==> config.mk <==
export PLATFORM = sky130hd
export DESIGN_NAME = tifc_top
export DESIGN_NICKNAME = d
export VERILOG_FILES = /design/src/verilog/tifc_pkg.sv /design/src/verilog/tifc_cfg_if.sv /design/src/verilog/tifc_regs.sv /design/src/verilog/tifc_timer.sv /design/src/verilog/tifc_top.sv
export SDC_FILE = /design/constraint.sdc
export NUM_CORES = 1
export LEC_CHECK = 0
export BUFFER_PORTS_ARGS = -buffer_cell sky130_fd_sc_hd__buf_2
export CAP_MARGIN = 10
export CORE_ASPECT_RATIO = 1.25
export CORE_MARGIN = 2
export CORE_UTILIZATION = 49
export DETAILED_ROUTE_END_ITERATION = 10
export PLACE_DENSITY = 0.76
export SKIP_LAST_GASP = 1
export SLEW_MARGIN = 25
export SYNTH_ARGS = -nofsm -noshare
export SYNTH_HDL_FRONTEND = slang
export SYNTH_SLANG_ARGS = --single-unit
==> constraint.sdc <==
create_clock -name clk_sys_i -period 3.2 [get_ports clk_sys_i]
set_input_delay 0.96 -clock clk_sys_i [delete_from_list [all_inputs] [get_ports clk_sys_i]]
set_output_delay 0.96 -clock clk_sys_i [all_outputs]
set_load 0.05 [all_outputs]
==> src/verilog/tifc_pkg.sv <==
// Package with offsets, field layout, thresholds and timing for the thermal and input fault block.
package tifc_pkg;

  // Command codes of the byte-wide settings.
  localparam logic [7:0] TIFC_OFS_OTF_LIMIT = 8'h4F;
  localparam logic [7:0] TIFC_OFS_OT_ACTION = 8'h50;
  localparam logic [7:0] TIFC_OFS_OTW_LIMIT = 8'h51;
  localparam logic [7:0] TIFC_OFS_VIN_OV = 8'h55;
  localparam logic [7:0] TIFC_OFS_TON_WAIT = 8'h60;

  // Field positions and widths.
  localparam int TIFC_OTF_CODE_LSB = 0;
  localparam int TIFC_OTF_CODE_W = 3;
  localparam int TIFC_RESTART_POS = 3;
  localparam int TIFC_OTW_CODE_LSB = 0;
  localparam int TIFC_OTW_CODE_W = 3;
  localparam int TIFC_OVF_SEL_POS = 0;
  localparam int TIFC_TON_CODE_LSB = 0;
  localparam int TIFC_TON_CODE_W = 2;

  // Values held while reset is asserted, before the backup store is copied in.
  localparam logic [2:0] TIFC_OTF_CODE_RST = 3'h0;
  localparam logic TIFC_RESTART_RST = 1'b0;
  localparam logic [2:0] TIFC_OTW_CODE_RST = 3'h0;
  localparam logic TIFC_OVF_SEL_RST = 1'b0;
  localparam logic [1:0] TIFC_TON_CODE_RST = 2'h0;

  // Temperature thresholds in degrees Celsius.
  localparam int TIFC_OTF_BASE_C = 115;
  localparam int TIFC_OTF_STEP_C = 5;

  // Input voltage levels in units of 0.1 V.
  localparam logic [7:0] TIFC_VIN_TRIP_LO_DV = 8'hA9;
  localparam logic [7:0] TIFC_VIN_TRIP_HI_DV = 8'hBA;
  localparam logic [7:0] TIFC_VIN_RELEASE_DV = 8'h87;

  // Timing.
  localparam int TIFC_CLK_HZ = 10_000_000;
  localparam int TIFC_RESTART_MS = 56;
  localparam int TIFC_TON_STEP_US = 500;
  localparam int TIFC_RESTART_CYC = TIFC_RESTART_MS * (TIFC_CLK_HZ / 1000);
  localparam int TIFC_TON_STEP_CYC = TIFC_TON_STEP_US * (TIFC_CLK_HZ / 1_000_000);
  localparam int TIFC_TMR_W = 20;

  typedef enum logic [2:0] {
    TIFC_ST_OFF,
    TIFC_ST_DELAY,
    TIFC_ST_RUN,
    TIFC_ST_RETRY,
    TIFC_ST_LATCH
  } tifc_state_t;

  function automatic logic [7:0] tifc_otf_thresh(input logic [2:0] code);
    tifc_otf_thresh = 8'(TIFC_OTF_BASE_C + TIFC_OTF_STEP_C * int'(code));
  endfunction : tifc_otf_thresh

  function automatic logic [7:0] tifc_otw_thresh(input logic [2:0] code);
    unique case (code)
      3'h0: tifc_otw_thresh = 8'h55;
      3'h1: tifc_otw_thresh = 8'h5F;
      3'h2: tifc_otw_thresh = 8'h64;
      3'h3: tifc_otw_thresh = 8'h69;
      3'h4: tifc_otw_thresh = 8'h6E;
      3'h5: tifc_otw_thresh = 8'h73;
      3'h6: tifc_otw_thresh = 8'h7D;
      3'h7: tifc_otw_thresh = 8'h87;
    endcase
  endfunction : tifc_otw_thresh

endpackage : tifc_pkg

==> src/verilog/tifc_cfg_if.sv <==
// Interface carrying the decoded settings from the register bank to the fault logic.
`timescale 1ns/100ps
interface tifc_cfg_if;
  logic [2:0] thermal_fault_level_code;
  logic restart_en;
  logic [2:0] thermal_warning_level_code;
  logic ov_trip_sel;
  logic [1:0] ton_code;
  logic loaded;

  modport bank (
    output thermal_fault_level_code,
    output restart_en,
    output thermal_warning_level_code,
    output ov_trip_sel,
    output ton_code,
    output loaded
  );

  modport core (
    input thermal_fault_level_code,
    input restart_en,
    input thermal_warning_level_code,
    input ov_trip_sel,
    input ton_code,
    input loaded
  );
endinterface : tifc_cfg_if

==> src/verilog/tifc_regs.sv <==
// Byte-wide settings bank with backup-store load, masked writes and registered reads.
`timescale 1ns/100ps
module tifc_regs
  import tifc_pkg::*;
(
  // Clock and reset
  input wire logic clk_sys_i,
  input wire logic rst_n_i,
  // Backup store contents
  input wire logic [7:0] nvm_otf_limit_i,
  input wire logic [7:0] nvm_ot_action_i,
  input wire logic [7:0] nvm_otw_limit_i,
  input wire logic [7:0] nvm_vin_ov_i,
  input wire logic [7:0] nvm_ton_wait_i,
  // Command port
  input wire logic [7:0] cmd_addr_i,
  input wire logic wr_stb_i,
  input wire logic [7:0] wr_data_i,
  input wire logic rd_stb_i,
  output logic [7:0] rd_data_o,
  // Decoded settings
  tifc_cfg_if.bank cfg
);

  logic [2:0] otf_reg, otf_next;
  logic rst_reg, rst_next;
  logic [2:0] otw_reg, otw_next;
  logic ovs_reg, ovs_next;
  logic [1:0] ton_reg, ton_next;
  logic loaded_reg, loaded_next;
  logic [7:0] rd_reg, rd_next;

  always_comb begin
    otf_next = otf_reg;
    rst_next = rst_reg;
    otw_next = otw_reg;
    ovs_next = ovs_reg;
    ton_next = ton_reg;
    loaded_next = 1'b1;
    rd_next = rd_reg;
    if (!loaded_reg) begin
      // The first edge after reset release copies the backup store in.
      otf_next = nvm_otf_limit_i[TIFC_OTF_CODE_LSB +: TIFC_OTF_CODE_W];
      rst_next = nvm_ot_action_i[TIFC_RESTART_POS];
      otw_next = nvm_otw_limit_i[TIFC_OTW_CODE_LSB +: TIFC_OTW_CODE_W];
      ovs_next = nvm_vin_ov_i[TIFC_OVF_SEL_POS];
      ton_next = nvm_ton_wait_i[TIFC_TON_CODE_LSB +: TIFC_TON_CODE_W];
    end else if (wr_stb_i) begin
      // Only the writable field is kept; reserved bits are dropped.
      unique case (cmd_addr_i)
        TIFC_OFS_OTF_LIMIT: otf_next = wr_data_i[TIFC_OTF_CODE_LSB +: TIFC_OTF_CODE_W];
        TIFC_OFS_OT_ACTION: rst_next = wr_data_i[TIFC_RESTART_POS];
        TIFC_OFS_OTW_LIMIT: otw_next = wr_data_i[TIFC_OTW_CODE_LSB +: TIFC_OTW_CODE_W];
        TIFC_OFS_VIN_OV: ovs_next = wr_data_i[TIFC_OVF_SEL_POS];
        TIFC_OFS_TON_WAIT: ton_next = wr_data_i[TIFC_TON_CODE_LSB +: TIFC_TON_CODE_W];
        default: ;
      endcase
    end
    if (rd_stb_i) begin
      rd_next = 8'h00;
      unique case (cmd_addr_i)
        TIFC_OFS_OTF_LIMIT: rd_next[TIFC_OTF_CODE_LSB +: TIFC_OTF_CODE_W] = otf_reg;
        TIFC_OFS_OT_ACTION: rd_next[TIFC_RESTART_POS] = rst_reg;
        TIFC_OFS_OTW_LIMIT: rd_next[TIFC_OTW_CODE_LSB +: TIFC_OTW_CODE_W] = otw_reg;
        TIFC_OFS_VIN_OV: rd_next[TIFC_OVF_SEL_POS] = ovs_reg;
        TIFC_OFS_TON_WAIT: rd_next[TIFC_TON_CODE_LSB +: TIFC_TON_CODE_W] = ton_reg;
        default: ;
      endcase
    end
  end

  always_ff @(posedge clk_sys_i or negedge rst_n_i) begin
    if (!rst_n_i) begin
      otf_reg <= TIFC_OTF_CODE_RST;
      rst_reg <= TIFC_RESTART_RST;
      otw_reg <= TIFC_OTW_CODE_RST;
      ovs_reg <= TIFC_OVF_SEL_RST;
      ton_reg <= TIFC_TON_CODE_RST;
      loaded_reg <= 1'b0;
      rd_reg <= 8'h00;
    end else begin
      otf_reg <= otf_next;
      rst_reg <= rst_next;
      otw_reg <= otw_next;
      ovs_reg <= ovs_next;
      ton_reg <= ton_next;
      loaded_reg <= loaded_next;
      rd_reg <= rd_next;
    end
  end

  assign rd_data_o = rd_reg;
  assign cfg.thermal_fault_level_code = otf_reg;
  assign cfg.restart_en = rst_reg;
  assign cfg.thermal_warning_level_code = otw_reg;
  assign cfg.ov_trip_sel = ovs_reg;
  assign cfg.ton_code = ton_reg;
  assign cfg.loaded = loaded_reg;

endmodule : tifc_regs

==> src/verilog/tifc_timer.sv <==
// Loadable down counter that pulses once when a loaded interval has run out.
`timescale 1ns/100ps
module tifc_timer #(
  parameter int W = 20
) (
  // Clock and reset
  input wire logic clk_sys_i,
  input wire logic rst_n_i,
  // Control
  input wire logic load_i,
  input wire logic [W-1:0] load_val_i,
  input wire logic stop_i,
  // Status
  output logic done_o
);

  logic [W-1:0] cnt_reg, cnt_next;
  logic busy_reg, busy_next;
  logic done_reg, done_next;

  always_comb begin
    cnt_next = cnt_reg;
    busy_next = busy_reg;
    done_next = 1'b0;
    if (stop_i) begin
      busy_next = 1'b0;
    end else if (load_i) begin
      cnt_next = load_val_i;
      busy_next = 1'b1;
    end else if (busy_reg) begin
      if (cnt_reg <= W'(1)) begin
        busy_next = 1'b0;
        done_next = 1'b1;
      end else begin
        cnt_next = cnt_reg - W'(1);
      end
    end
  end

  always_ff @(posedge clk_sys_i or negedge rst_n_i) begin
    if (!rst_n_i) begin
      cnt_reg <= '0;
      busy_reg <= 1'b0;
      done_reg <= 1'b0;
    end else begin
      cnt_reg <= cnt_next;
      busy_reg <= busy_next;
      done_reg <= done_next;
    end
  end

  assign done_o = done_reg;

endmodule : tifc_timer

==> src/verilog/tifc_top.sv <==
// Thermal and input-overvoltage fault logic with turn-on delay sequencing.
`timescale 1ns/100ps
module tifc_top
  import tifc_pkg::*;
#(
  parameter int RESTART_CYC = TIFC_RESTART_CYC,
  parameter int TON_STEP_CYC = TIFC_TON_STEP_CYC
) (
  // Clock and reset
  input wire logic clk_sys_i,
  input wire logic rst_n_i,
  // Backup store contents
  input wire logic [7:0] nvm_otf_limit_i,
  input wire logic [7:0] nvm_ot_action_i,
  input wire logic [7:0] nvm_otw_limit_i,
  input wire logic [7:0] nvm_vin_ov_i,
  input wire logic [7:0] nvm_ton_wait_i,
  // Byte command port
  input wire logic [7:0] cmd_addr_i,
  input wire logic wr_stb_i,
  input wire logic [7:0] wr_data_i,
  input wire logic rd_stb_i,
  output logic [7:0] rd_data_o,
  // Telemetry and start condition
  input wire logic [7:0] die_temp_c_i,
  input wire logic [7:0] power_input_rail_dv_i,
  input wire logic start_cond_i,
  // Status flags and their clears
  input wire logic thermal_fault_clr_i,
  input wire logic thermal_warning_clr_i,
  input wire logic input_overvoltage_clr_i,
  output logic thermal_fault_flag_o,
  output logic thermal_warning_flag_o,
  output logic input_overvoltage_flag_o,
  // Power stage control
  output logic switching_en_o,
  output logic rise_start_o,
  output logic latched_off_o
);

  tifc_cfg_if cfg_if ();

  tifc_regs u_regs (
    .clk_sys_i(clk_sys_i),
    .rst_n_i(rst_n_i),
    .nvm_otf_limit_i(nvm_otf_limit_i),
    .nvm_ot_action_i(nvm_ot_action_i),
    .nvm_otw_limit_i(nvm_otw_limit_i),
    .nvm_vin_ov_i(nvm_vin_ov_i),
    .nvm_ton_wait_i(nvm_ton_wait_i),
    .cmd_addr_i(cmd_addr_i),
    .wr_stb_i(wr_stb_i),
    .wr_data_i(wr_data_i),
    .rd_stb_i(rd_stb_i),
    .rd_data_o(rd_data_o),
    .cfg(cfg_if)
  );

  // Comparator state. Settings are read live, so a write moves the levels at once.
  logic ot_fault_cond;
  logic ot_warn_cond;
  logic ov_cond_reg, ov_cond_next;
  logic [7:0] vin_trip_lvl;

  always_comb begin
    ot_fault_cond = die_temp_c_i >= tifc_otf_thresh(cfg_if.thermal_fault_level_code);
    ot_warn_cond = die_temp_c_i >= tifc_otw_thresh(cfg_if.thermal_warning_level_code);
    vin_trip_lvl = cfg_if.ov_trip_sel ? TIFC_VIN_TRIP_HI_DV : TIFC_VIN_TRIP_LO_DV;
    ov_cond_next = ov_cond_reg;
    // Hysteresis keeps the detector from chattering near the trip level.
    if (power_input_rail_dv_i >= vin_trip_lvl) begin
      ov_cond_next = 1'b1;
    end else if (power_input_rail_dv_i < TIFC_VIN_RELEASE_DV) begin
      ov_cond_next = 1'b0;
    end
  end

  always_ff @(posedge clk_sys_i or negedge rst_n_i) begin
    if (!rst_n_i) begin
      ov_cond_reg <= 1'b0;
    end else begin
      ov_cond_reg <= ov_cond_next;
    end
  end

  // Sticky status flags. A clear in the same cycle as a new event loses, so no event is dropped.
  // These flags are the only record; there is no alert line to the host.
  logic otf_flag_reg, otf_flag_next;
  logic otw_flag_reg, otw_flag_next;
  logic ovf_flag_reg, ovf_flag_next;

  always_comb begin
    otf_flag_next = otf_flag_reg;
    otw_flag_next = otw_flag_reg;
    ovf_flag_next = ovf_flag_reg;
    if (thermal_fault_clr_i) begin
      otf_flag_next = 1'b0;
    end
    if (thermal_warning_clr_i) begin
      otw_flag_next = 1'b0;
    end
    if (input_overvoltage_clr_i) begin
      ovf_flag_next = 1'b0;
    end
    if (ot_fault_cond) begin
      otf_flag_next = 1'b1;
    end
    if (ot_warn_cond) begin
      otw_flag_next = 1'b1;
    end
    if (ov_cond_reg) begin
      ovf_flag_next = 1'b1;
    end
  end

  always_ff @(posedge clk_sys_i or negedge rst_n_i) begin
    if (!rst_n_i) begin
      otf_flag_reg <= 1'b0;
      otw_flag_reg <= 1'b0;
      ovf_flag_reg <= 1'b0;
    end else begin
      otf_flag_reg <= otf_flag_next;
      otw_flag_reg <= otw_flag_next;
      ovf_flag_reg <= ovf_flag_next;
    end
  end

  // One timer serves both the turn-on delay and the restart wait; they never overlap.
  logic tmr_load;
  logic tmr_stop;
  logic [TIFC_TMR_W-1:0] tmr_val;
  logic tmr_done;
  logic [TIFC_TMR_W-1:0] ton_cycles;

  assign ton_cycles = TIFC_TMR_W'((int'(cfg_if.ton_code) + 1) * TON_STEP_CYC);

  tifc_timer #(
    .W(TIFC_TMR_W)
  ) u_timer (
    .clk_sys_i(clk_sys_i),
    .rst_n_i(rst_n_i),
    .load_i(tmr_load),
    .load_val_i(tmr_val),
    .stop_i(tmr_stop),
    .done_o(tmr_done)
  );

  // Power sequencing.
  tifc_state_t state_reg, state_next;
  logic sw_reg, sw_next;
  logic rise_reg, rise_next;
  logic latch_reg, latch_next;

  always_comb begin
    state_next = state_reg;
    tmr_load = 1'b0;
    tmr_stop = 1'b0;
    tmr_val = ton_cycles;
    rise_next = 1'b0;
    unique case (state_reg)
      TIFC_ST_OFF: begin
        if (start_cond_i && cfg_if.loaded) begin
          state_next = TIFC_ST_DELAY;
          tmr_load = 1'b1;
        end
      end
      TIFC_ST_DELAY, TIFC_ST_RUN: begin
        if (ov_cond_reg) begin
          state_next = TIFC_ST_LATCH;
          tmr_stop = 1'b1;
        end else if (ot_fault_cond) begin
          tmr_stop = !cfg_if.restart_en;
          tmr_load = cfg_if.restart_en;
          tmr_val = TIFC_TMR_W'(RESTART_CYC);
          state_next = cfg_if.restart_en ? TIFC_ST_RETRY : TIFC_ST_LATCH;
        end else if (!start_cond_i) begin
          state_next = TIFC_ST_OFF;
          tmr_stop = 1'b1;
        end else if (state_reg == TIFC_ST_DELAY && tmr_done) begin
          state_next = TIFC_ST_RUN;
          rise_next = 1'b1;
        end
      end
      TIFC_ST_RETRY: begin
        if (ov_cond_reg) begin
          state_next = TIFC_ST_LATCH;
          tmr_stop = 1'b1;
        end else if (!start_cond_i) begin
          state_next = TIFC_ST_OFF;
          tmr_stop = 1'b1;
        end else if (tmr_done) begin
          // Each retry runs the full turn-on delay again; retries never run out.
          state_next = TIFC_ST_DELAY;
          tmr_load = 1'b1;
        end
      end
      TIFC_ST_LATCH: begin
        // Only dropping the start condition leaves latch-off.
        if (!start_cond_i) begin
          state_next = TIFC_ST_OFF;
        end
      end
      default: begin
        state_next = TIFC_ST_OFF;
      end
    endcase
    sw_next = (state_next == TIFC_ST_RUN);
    latch_next = (state_next == TIFC_ST_LATCH);
  end

  always_ff @(posedge clk_sys_i or negedge rst_n_i) begin
    if (!rst_n_i) begin
      state_reg <= TIFC_ST_OFF;
      sw_reg <= 1'b0;
      rise_reg <= 1'b0;
      latch_reg <= 1'b0;
    end else begin
      state_reg <= state_next;
      sw_reg <= sw_next;
      rise_reg <= rise_next;
      latch_reg <= latch_next;
    end
  end

  assign thermal_fault_flag_o = otf_flag_reg;
  assign thermal_warning_flag_o = otw_flag_reg;
  assign input_overvoltage_flag_o = ovf_flag_reg;
  assign switching_en_o = sw_reg;
  assign rise_start_o = rise_reg;
  assign latched_off_o = latch_reg;

endmodule : tifc_top

==> impl_metrics.env, run 1 <==
export IMPL_outcome="finished, violations left"
export IMPL_failed_checks="setup timing"
export IMPL_drt_iter0_drc=179
export IMPL_post_synth_fa_ha_maj_area_fraction_pct=13.8
export IMPL_replace_congestion=0.878
export IMPL_yosysTopAreaCellShare_pct=32.4
export IMPL_antenna_found_initial=0
export IMPL_drive_above_1_share_pct=29.4
export IMPL_fin_ws_ns=-0.0614
export IMPL_syn_area_mm2=0.00363
export IMPL_crit_path_start_kind="flop"
export IMPL_die_h_um=100
export IMPL_floorplan_die_width_um=81.0
export IMPL_skew_ns=0.0150
export IMPL_drc=0
export IMPL_reg2regPathDepth=12
export IMPL_timing_setup_critical_path_class="flop to flop"
export IMPL_combined_area_of_the_multi_input_logic_cells_mm2=0.00250
export IMPL_gr_total_overflow=0
export IMPL_worstHoldEndpoint="input_overvoltage_flag_o"
export IMPL_rsz0062_at_grt="yes"
export IMPL_maximum_capacitance_violations=0
export IMPL_setup_reg_to_reg_worst_slack_ns=-0.06
export IMPL_fillerInstances=631
export IMPL_finalNetCount=609
export IMPL_power_density_cell_area_mw_per_mm2=661
export IMPL_rr_endpoint="u_timer.cnt_reg[5]"
export IMPL_cpPeakStageDelay_ns=0.42
export IMPL_period_share_pct=102
export IMPL_worst_hold_path_type="flop to flop"
export IMPL_crit_top_cell="ha_4"
export IMPL_max_freq_mhz=307
export IMPL_timing_final_max_slew_violations=0
export IMPL_fraction_of_registers_with_async_set_or_reset_after_synthesis_pct=100
export IMPL_yosys_register_bits=47
export IMPL_yosys_warnings=0
export IMPL_synth_mux_area_fraction_pct=4.17
export IMPL_synth_most_common_cell="dfrtp_1"
export IMPL_ctsHtreeMaxLevel=2
export IMPL_cp_num_buf_inv=1
export IMPL_clk_path_buf_depth=2
export IMPL_timing_critical_path_max_delay_family="compound AO/OA/AOI/OAI gates"
export IMPL_grt_first_pass_wirelength_um=14900
export IMPL_cts_sink_count=47
export IMPL_crit_path_max_fanout=6
export IMPL_yosys_area_top_type="dfrtp_1"
export IMPL_timing_critical_path_cells="ha_4, ha_4, ha_4, buf_4, xnor2_1, ha_1, nor2b_1, o211ai_1, a211o_2, nand3_4, o21ai_4, a222oi_1"
export IMPL_clk_insertion_delay_late_ns=0.32
export IMPL_path_clk_slew_ns=0.10
export IMPL_synth_cell_type_count=70
export IMPL_report_power_total_mw=2.97
export IMPL_post_place_cells=570
export IMPL_timing_critical_path_from="u_regs.cfg.thermal_fault_level_code[0]"
export IMPL_synth_compound_area_share_pct=21.6
export IMPL_syn_instance_count=415
export IMPL_postSynth_topFlopCell="dfrtp_1"
export IMPL_synth_top_family_by_area="compound AO/OA/AOI/OAI gates"
export IMPL_largest_reg_flops=20
export IMPL_place_detailed_hpwl_um=6790
export IMPL_areaGrowthSynthToFinish_pct=23.7
export IMPL_share_of_the_core_filled_with_cells_pct=61.8
export IMPL_synth_simple_area_share_pct=19.8
export IMPL_final_cell_count_no_fill=582
export IMPL_peakVddDrop_mv=0.305
export IMPL_worstHoldPathCells=1
export IMPL_antenna_cells_inserted=0
export IMPL_synth_enable_flop_cells=0
export IMPL_cts_buffers_inserted=5
export IMPL_fp_dieArea_mm2=0.00812
export IMPL_wirelength_um=9260
export IMPL_actual_slew_at_the_worst_max_slew_pin_ns=0.757
export IMPL_io_pins=94
export IMPL_synth_area_per_cell_um2=8.75
export IMPL_regToRegStartpoint="u_regs.cfg.thermal_fault_level_code[0]"
export IMPL_post_synth_xor_area_fraction_pct=2.17
export IMPL_antenna_left=0
export IMPL_area_of_the_core_mm2=0.00727
export IMPL_cp_data_required_time_ns=3.42
export IMPL_setup_viol_count_final=7
export IMPL_grt_start_max_net_pins=35
export IMPL_wp_data_arrival_ns=3.48
export IMPL_tns_ns=-0.169
export IMPL_num_rows=35
export IMPL_io_buffer_count=55
export IMPL_worst_hold_startpoint="input_overvoltage_flag_o"
export IMPL_ys_top_cells_by_count="dfrtp_1, nor2_1, ha_1"
export IMPL_slowest_stage="dfrtp_1"
export IMPL_seqCellArea_mm2=0.00118
export IMPL_synthTopCellsByArea="dfrtp_1, ha_1, o21ai_0, a21oi_1, nor2_1"
export IMPL_yosysSeqAreaShare_pct=32.4
export IMPL_via_count=3428
export IMPL_drt_vias_per_instance=5.89
export IMPL_power_leakage_nw=2.09
export IMPL_timing_slew_headroom_pct=49.5
export IMPL_grt_total_usage_pct=23.3
export IMPL_type_of_element_capturing_the_critical_path="flop"
export IMPL_first_global_vias=3308
export IMPL_hold_viol=0
export IMPL_wl_per_cell_um=15.9
export IMPL_final_min_clock_period_ns=3.26
export IMPL_starting_density_of_the_core_pct=49.9
export IMPL_detailedRoute_firstPassIterationCount=4
export IMPL_clock_tree_root_cell="clkbuf_8"
export IMPL_cts_tree="built"
## stage by stage
| stage | worst slack [ns] | hold WS [ns] | instance area (µm²) |
|---|---|---|---|
| final | -0.0614 | 0.480 | 4490 |
| after global routing | -0.219 | 0.499 | 4490 |
| after CTS | -0.0350 | 0.486 | 4350 |
| after detailed placement | -0.260 | 0.464 | 4130 |
| after global placement | -0.203 | 0.458 | 4130 |
| after floorplan | -0.00416 | 0.460 | 3680 |
## worst max-delay path by stage
stage / to / depth (start not counted)
floorplan: u_timer.cnt_reg[18] / 16
global placement: u_timer.cnt_reg[6] / 15
detailed placement: u_timer.cnt_reg[6] / 15
CTS: u_timer.cnt_reg[5] / 15
global route: u_timer.cnt_reg[0] / 17
finish: u_timer.cnt_reg[5] / 12
## cell usage in the layout (no fill, tap or decap), types with 4 or more instances in the layout
| master | n |
|---|---|
| ha_1 | 35 |
| dfrtp_1 | 45 |
| a22o_1 | 4 |
| clkbuf_8 | 6 |
| buf_4 | 23 |
| o21ai_1 | 10 |
| a22oi_1 | 5 |
| nand2b_1 | 4 |
| mux2i_1 | 14 |
| nand3_1 | 5 |
| a31oi_1 | 6 |
| nand4_1 | 5 |
| xnor2_1 | 8 |
| nor4_1 | 5 |
| nand2_1 | 26 |
| nor2b_1 | 4 |
| ha_4 | 5 |
| a21oi_2 | 4 |
| nor3_1 | 9 |
| a21o_1 | 4 |
| o21ai_0 | 23 |
| a21oi_1 | 27 |
| buf_6 | 4 |
| conb_1 | 5 |
| buf_2 | 55 |
| inv_1 | 26 |
| nor2_1 | 37 |
| o22ai_1 | 7 |
## logic make-up (layout without fill, tap and decap cells)
logic type                 Yosys count  count (layout)
AOI/OAI and AO/OA                  121             121
xor gates and xnor gates             9               9
adders and majority gates           40              40
buffers and inverters               46             118
DFF                                 47              47
muxes                               15              15
other                                2               5
and+or+nand+nor                    135             135
## routing by layer
| layer | share of wire (%) | global-route usage (%) | up-vias |
|---|---|---|---|
| li1 | - | - | 1649 |
| met1 | 40 | 27.5 | 1658 |
| met2 | 53 | 41.9 | 99 |
| met3 | 4.1 | 3.51 | 22 |
| met4 | 2.6 | 8.60 | 0 |
| met5 | 0 | 0 | - |
## power by group
group / total, mW / internal (mW) / switching (mW)
Combinational: 1.65 / 0.685 / 0.961
Clock: 0.395 / 0.177 / 0.219
Sequential: 0.928 / 0.743 / 0.185
## area by class of cell
| cell class | count | area share (%) |
|---|---|---|
| clock buffers | 6 | 1.84 |
| multi-input cells | 325 | 55.6 |
| flip-flops and latches | 47 | 26.2 |
| inverters | 27 | 2.26 |
| repair buffers | 82 | 11.0 |
| clock inverters | 2 | 0.362 |
| repair inverters | 1 | 0.167 |
| well taps | 92 | 2.56 |
## what timing repair did
action	CTS	global route
buffers inserted	1	2
pin swaps	13	19
cloned	1	0
resized for setup	22	30
setup endpoints to repair	22	25
hold buffers	0	0
No activity file was read; power rests on OpenSTA's default activity.
==> inputs of run 2 (changes only) <==
CORE_UTILIZATION = 50   (was 49)
SETUP_SLACK_MARGIN = 0.4   (was not set)
SYNTH_HIERARCHICAL = 1   (was not set)
==> impl_metrics.env, run 2 <==
export IMPL_outcome="finished, violations left"
export IMPL_failed_checks="setup timing"
export IMPL_yosys_register_bits=47
export IMPL_netSwitchingFraction_pct=42.6
export IMPL_drt_iter0_drc=229
export IMPL_power_switching_mw=1.52
export IMPL_maximum_capacitance_violations=0
export IMPL_final_cell_count_no_fill=629
export IMPL_peakVddDrop_mv=0.546
export IMPL_clk_insertion_delay_late_ns=0.31
export IMPL_setup_reg_to_reg_worst_slack_ns=-0.41
export IMPL_largest_reg_flops=20
export IMPL_fraction_of_registers_with_async_set_or_reset_after_synthesis_pct=100
export IMPL_synthTopCellsByArea="dfrtp_1, ha_1, mux2i_1, nor2_1, a21oi_1"
export IMPL_die_h_um=103
export IMPL_cts_hold_repair_buffers=0
export IMPL_io_buffer_count=55
export IMPL_area_of_the_core_mm2=0.00770
export IMPL_timing_setup_critical_path_class="flop to flop"
export IMPL_replace_congestion=0.951
export IMPL_cp_data_required_time_ns=3.41
export IMPL_grt_total_usage_pct=23.8
export IMPL_clock_tree_root_cell="clkbuf_8"
export IMPL_skew_ns=0.00730
export IMPL_timing_final_max_slew_violations=0
export IMPL_antenna_left=0
export IMPL_areaGrowthSynthToFinish_pct=28.6
export IMPL_wirelength_um=9950
export IMPL_cellInternalPower_mw=2.04
export IMPL_io_pins=94
export IMPL_synth_cell_type_count=78
export IMPL_num_rows=36
export IMPL_crit_path_max_fanout=7
export IMPL_via_count=3768
export IMPL_hold_viol=0
export IMPL_synth_area_per_cell_um2=8.91
export IMPL_post_place_cells=609
export IMPL_ctsHtreeMaxLevel=2
export IMPL_antenna_cells_inserted=0
export IMPL_starting_density_of_the_core_pct=51.1
export IMPL_fp_dieArea_mm2=0.00861
export IMPL_power_density_cell_area_mw_per_mm2=703
export IMPL_antenna_found_initial=0
export IMPL_combinationalPowerShare_pct=56.9
export IMPL_postSynth_topFlopCell="dfrtp_1"
export IMPL_first_global_vias=3690
export IMPL_rsz0062_at_grt="yes"
export IMPL_synth_enable_flop_cells=0
export IMPL_type_of_element_capturing_the_critical_path="flop"
export IMPL_syn_instance_count=442
export IMPL_final_min_clock_period_ns=3.61
export IMPL_drive_above_1_share_pct=33.0
export IMPL_cts_buffers_inserted=5
export IMPL_max_freq_mhz=277
export IMPL_power_sequential_fraction_pct=28.3
export IMPL_clk_path_buf_depth=2
export IMPL_actual_slew_at_the_worst_max_slew_pin_ns=0.883
export IMPL_yosys_warnings=6
export IMPL_wl_per_cell_um=15.8
export IMPL_yosysTopAreaCellShare_pct=29.9
export IMPL_power_clock_fraction_pct=14.7
export IMPL_grt_first_pass_wirelength_um=16600
export IMPL_synth_most_common_cell="dfrtp_1"
export IMPL_most_common_layout_cells="buf_2, dfrtp_1, nor2_1"
export IMPL_cts_tree="built"
export IMPL_detailedRoute_firstPassIterationCount=5
export IMPL_setup_viol_count_final=22
export IMPL_drt_vias_per_instance=5.99
export IMPL_wp_data_arrival_ns=3.83
export IMPL_gr_total_overflow=0
export IMPL_path_clk_slew_ns=0.09
export IMPL_syn_area_mm2=0.00394
export IMPL_fin_ws_ns=-0.414
export IMPL_crit_path_start_kind="flop"
export IMPL_place_detailed_hpwl_um=7400
export IMPL_cts_sink_count=47
export IMPL_floorplan_die_width_um=83.4
export IMPL_grt_start_max_net_pins=22
export IMPL_yosys_area_top_type="dfrtp_1"
export IMPL_layout_commonest_cell="buf_2"
export IMPL_ys_top_cells_by_count="dfrtp_1, nor2_1, ha_1"
export IMPL_power_leakage_nw=2.35
export IMPL_yosysSeqAreaShare_pct=29.9
export IMPL_share_of_the_core_filled_with_cells_pct=65.7
export IMPL_period_share_pct=113
export IMPL_timing_slew_headroom_pct=41.0
export IMPL_drc=0
export IMPL_finalNetCount=653
export IMPL_worst_hold_path_type="flop to flop"
## run 2: worst paths after layout
kind	cells after the start	start	endpoint
setup / recovery	17	u_regs/cfg.thermal_fault_level_code[2]	u_timer/cnt_reg[11]
hold / removal	1	thermal_fault_flag_o	thermal_fault_flag_o
setup reg to reg	17	u_regs/cfg.thermal_fault_level_code[2]	u_timer/cnt_reg[11]
hold reg to reg	1	thermal_fault_flag_o	thermal_fault_flag_o
max in group asynchronous	2	rst_n_i	u_regs/cfg.thermal_fault_level_code[1]
min in group asynchronous	1	rst_n_i	u_timer/cnt_reg[18]
## run 2: logic make-up after synthesis
logic type / after synthesis / share of synthesized area [%]
DFF: 47 / 29.9
and+or+nand+nor: 147 / 21.6
AOI/OAI and AO/OA: 116 / 22.3
buffers and inverters: 62 / 6.61
other: 3 / 0.286
xor gates and xnor gates: 9 / 2.00
adders and majority gates: 40 / 12.7
muxes: 18 / 4.61
## run 2: power by group through the flow
stage | logic, mW | clock network [mW] | registers, mW
after global placement | 1.60 | 0 | 1.00
after global routing | 2.19 | 0.555 | 1.04
final | 2.02 | 0.525 | 1.01
after floorplan | 1.25 | 0 | 0.983
after CTS | 1.92 | 0.532 | 1.00
after detailed placement | 1.65 | 0 | 1.01
## run 2: routing by layer
layer | track usage (%) | vias to the layer above | part of all wire [%]
met3 | 3.10 | 29 | 4.3
li1 | - | 1809 | -
met2 | 45.8 | 113 | 54
met5 | 0 | - | 0
met1 | 26.5 | 1817 | 38
met4 | 10.3 | 0 | 3.1
## run 2: what timing repair did
| action | 4_1_cts | 5_1_grt |
|---|---|---|
| pin swaps | 20 | 5 |
| endpoints found under the setup margin | 28 | 29 |
| gates resized for setup | 30 | 8 |
| buffers inserted | 9 | 3 |
## run 2: worst max-delay path, stage by stage, from the launching register on
cell and delay, ns:
dfrtp_2 0.43, ha_4 0.18, buf_4 0.12, ha_1 0.17, inv_1 0.06, ha_1 0.24, nor2_2 0.13, buf_4 0.13
a21oi_2 0.05, ha_1 0.30, nand4_1 0.15, o31ai_4 0.35, and4b_2 0.32, nor4_4 0.05, o21ba_4 0.32, o21ai_4 0.10
buf_12 0.15, a221oi_2 0.27
## run 2: layout make-up
type | count | area [µm²]
Multi-Input combinational cell | 342 | 2810
Fill cell | 597 | 2640
Sequential cell | 47 | 1180
Timing Repair Buffer | 99 | 668
Inverter | 38 | 148
Tap cell | 95 | 119
Clock buffer | 5 | 68.8
Clock inverter | 3 | 67.6
## run 2: stage by stage
stage / TNS, ns / hold WS, ns / total power, mW / area, µm² / worst slack, ns
final: -7.76 / 0.493 / 3.56 / 5060 / -0.414
after floorplan: -6.21 / 0.505 / 2.23 / 4180 / -0.421
after global routing: -11.22 / 0.504 / 3.78 / 5060 / -0.608
after global placement: -7.46 / 0.460 / 2.60 / 4640 / -0.419
after CTS: -8.40 / 0.496 / 3.46 / 5000 / -0.440
after detailed placement: -8.64 / 0.474 / 2.66 / 4640 / -0.518
==> inputs of run 3 (changes only) <==
ABC_AREA = 1   (was not set)
==> impl_metrics.env, run 3 <==
export IMPL_most_common_layout_cells="nand2_1, inv_1, buf_2"
export IMPL_layout_commonest_cell="nand2_1"
export IMPL_finalNetCount=809
export IMPL_area_of_the_core_mm2=0.00815
export IMPL_power_leakage_nw=2.77
export IMPL_clock_tree_root_cell="clkbuf_8"
export IMPL_crit_path_start_kind="flop"
export IMPL_synth_area_per_cell_um2=6.94
export IMPL_antenna_found_initial=0
export IMPL_post_synth_xor_area_fraction_pct=1.06
export IMPL_ys_top_cells_by_count="nand2_1, inv_1, nor2_1"
export IMPL_peakVddDrop_mv=0.442
export IMPL_synthTopCellsByArea="dfrtp_1, nand2_1, ha_1, inv_1, nand3_1"
export IMPL_finalHoldWorstSlack_ns=0.498
export IMPL_starting_density_of_the_core_pct=50.9
export IMPL_crit_path_max_fanout=5
export IMPL_path_clk_slew_ns=0.10
export IMPL_areaGrowthSynthToFinish_pct=26.9
export IMPL_rsz0062_at_grt="yes"
export IMPL_setup_reg_to_reg_worst_slack_ns=-0.17
export IMPL_ctsHtreeMaxLevel=2
export IMPL_setup_viol_count_final=22
export IMPL_worst_hold_path_type="flop to flop"
export IMPL_fraction_of_registers_with_async_set_or_reset_after_synthesis_pct=100
export IMPL_drt_vias_per_instance=5.39
export IMPL_yosys_register_bits=47
export IMPL_synth_compound_area_share_pct=12.3
export IMPL_antenna_cells_inserted=0
export IMPL_cts_tree="built"
export IMPL_type_of_element_capturing_the_critical_path="flop"
export IMPL_syn_instance_count=598
export IMPL_wl_per_cell_um=14.2
export IMPL_yosys_warnings=6
export IMPL_io_buffer_count=55
export IMPL_yosysTopAreaCellShare_pct=28.3
export IMPL_timing_setup_critical_path_class="flop to flop"
export IMPL_clk_insertion_delay_late_ns=0.32
export IMPL_drc=0
export IMPL_cts_sink_count=47
export IMPL_final_min_clock_period_ns=3.37
export IMPL_place_detailed_hpwl_um=7640
export IMPL_postSynth_topFlopCell="dfrtp_1"
export IMPL_io_pins=94
export IMPL_syn_area_mm2=0.00415
export IMPL_largest_reg_flops=20
export IMPL_fp_dieArea_mm2=0.00905
export IMPL_post_place_cells=766
export IMPL_yosys_area_top_type="dfrtp_1"
export IMPL_replace_congestion=0.920
export IMPL_detailedRoute_firstPassIterationCount=5
export IMPL_failed_checks="setup timing"
export IMPL_die_h_um=106
export IMPL_period_share_pct=105
export IMPL_power_density_cell_area_mw_per_mm2=690
export IMPL_fin_ws_ns=-0.172
export IMPL_post_synth_fa_ha_maj_area_fraction_pct=12.1
export IMPL_floorplan_die_width_um=85.5
export IMPL_hold_viol=0
export IMPL_synth_most_common_cell="nand2_1"
export IMPL_drt_iter0_drc=197
export IMPL_gr_total_overflow=0
export IMPL_synth_cell_type_count=48
export IMPL_cp_data_required_time_ns=3.46
export IMPL_num_rows=37
export IMPL_first_global_vias=4261
export IMPL_outcome="finished, violations left"
export IMPL_timing_final_max_slew_violations=0
export IMPL_grt_total_usage_pct=25.4
export IMPL_maximum_capacitance_violations=0
export IMPL_yosysSeqAreaShare_pct=28.3
export IMPL_skew_ns=0.00853
export IMPL_clk_path_buf_depth=2
export IMPL_grt_start_max_net_pins=30
export IMPL_grt_first_pass_wirelength_um=18600
export IMPL_final_cell_count_no_fill=787
export IMPL_cts_buffers_inserted=5
export IMPL_synth_top_family_by_area="simple AND/OR/NAND/NOR gates"
export IMPL_synth_simple_area_share_pct=35.0
export IMPL_max_freq_mhz=297
export IMPL_wirelength_um=11200
export IMPL_synth_mux_area_fraction_pct=0.754
export IMPL_via_count=4241
export IMPL_drive_above_1_share_pct=27.1
export IMPL_synth_enable_flop_cells=0
export IMPL_wp_data_arrival_ns=3.63
export IMPL_antenna_left=0
[run 3: report_power, final]
group / switching (mW) / total, mW / internal (mW)
sequential: 0.196 / 0.958 / 0.762
combinational: 1.31 / 2.20 / 0.896
clock: 0.217 / 0.471 / 0.253
total: 1.72 / 3.63 / 1.91
[run 3: cell type report]
cell class	instances	area (µm²)
Sequential cell	47	1180
Timing Repair Buffer	86	597
Fill cell	701	2880
Inverter	81	314
Clock buffer	6	82.6
Tap cell	97	121
Clock inverter	2	35.0
Multi-Input combinational cell	468	2940
[run 3: worst paths after layout]
path,startpoint,to,cells after the start
min in group asynchronous,rst_n_i,u_timer/cnt_reg[5],1
min,u_regs/rd_data_o[1],u_regs/rd_data_o[1],2
min reg2reg,u_regs/rd_data_o[1],u_regs/rd_data_o[1],2
max in group asynchronous,rst_n_i,state_reg[2],2
max reg2reg,u_regs/cfg.thermal_fault_level_code[0],u_timer/cnt_reg[14],24
max,u_regs/cfg.thermal_fault_level_code[0],u_timer/cnt_reg[14],24
[run 3: kinds of logic (layout without fill, tap and decap cells)]
family	count (synthesis)	after routing
and+or+nand+nor	319	322
buffers and inverters	95	175
AOI/OAI and AO/OA	86	86
DFF	47	47
adders and majority gates	40	40
xor gates and xnor gates	5	5
other	3	12
muxes	3	3
[run 3: critical path, stage by stage (launching register included)]
cell	delay, ns
dfrtp_1	0.42
ha_4	0.26
ha_4	0.16
ha_4	0.29
nand2_4	0.05
a21oi_4	0.13
nand2_1	0.06
o21ai_1	0.08
inv_1	0.08
ha_4	0.27
nand2_1	0.07
nor2_4	0.12
nand2_4	0.08
nand2_8	0.09
nand2_8	0.05
o221ai_4	0.19
clkinv_4	0.11
nand4_1	0.15
nor2_4	0.07
buf_12	0.13
nand2_8	0.13
nand2_8	0.11
nor2_4	0.12
nand2_1	0.05
nand2_1	0.05
[run 3: what timing repair did]
item	CTS	global route
setup buffers	6	2
hold buffers	0	0
pin swaps	21	17
gates resized for setup	31	27
cloned	4	1
endpoints found under the setup margin	28	28
[run 3: per-layer routing]
layer  vias to the layer above  wire length (µm)  track usage (%)
li1                       2100                 -                -
met1                      1949              4180             27.6
met2                       144              5920             45.0
met3                        48               449             3.84
met4                         0               641             16.3
met5                         -                 0                0
[run 3: metrics by stage]
| stage | worst slack (ns) | utilization, % | TNS (ns) | area (µm²) | power [mW] |
|---|---|---|---|---|---|
| final | -0.172 | 64.6 | -2.93 | 5270 | 3.63 |
| after global routing | -0.353 | 64.6 | -6.70 | 5270 | 3.94 |
| after CTS | -0.125 | 62.6 | -2.14 | 5100 | 3.41 |
| after detailed placement | -0.293 | 57.9 | -5.20 | 4710 | 2.66 |
| after global placement | -0.205 | 57.9 | -3.20 | 4710 | 2.59 |
| after floorplan | -0.226 | - | -3.84 | 4270 | 2.25 |
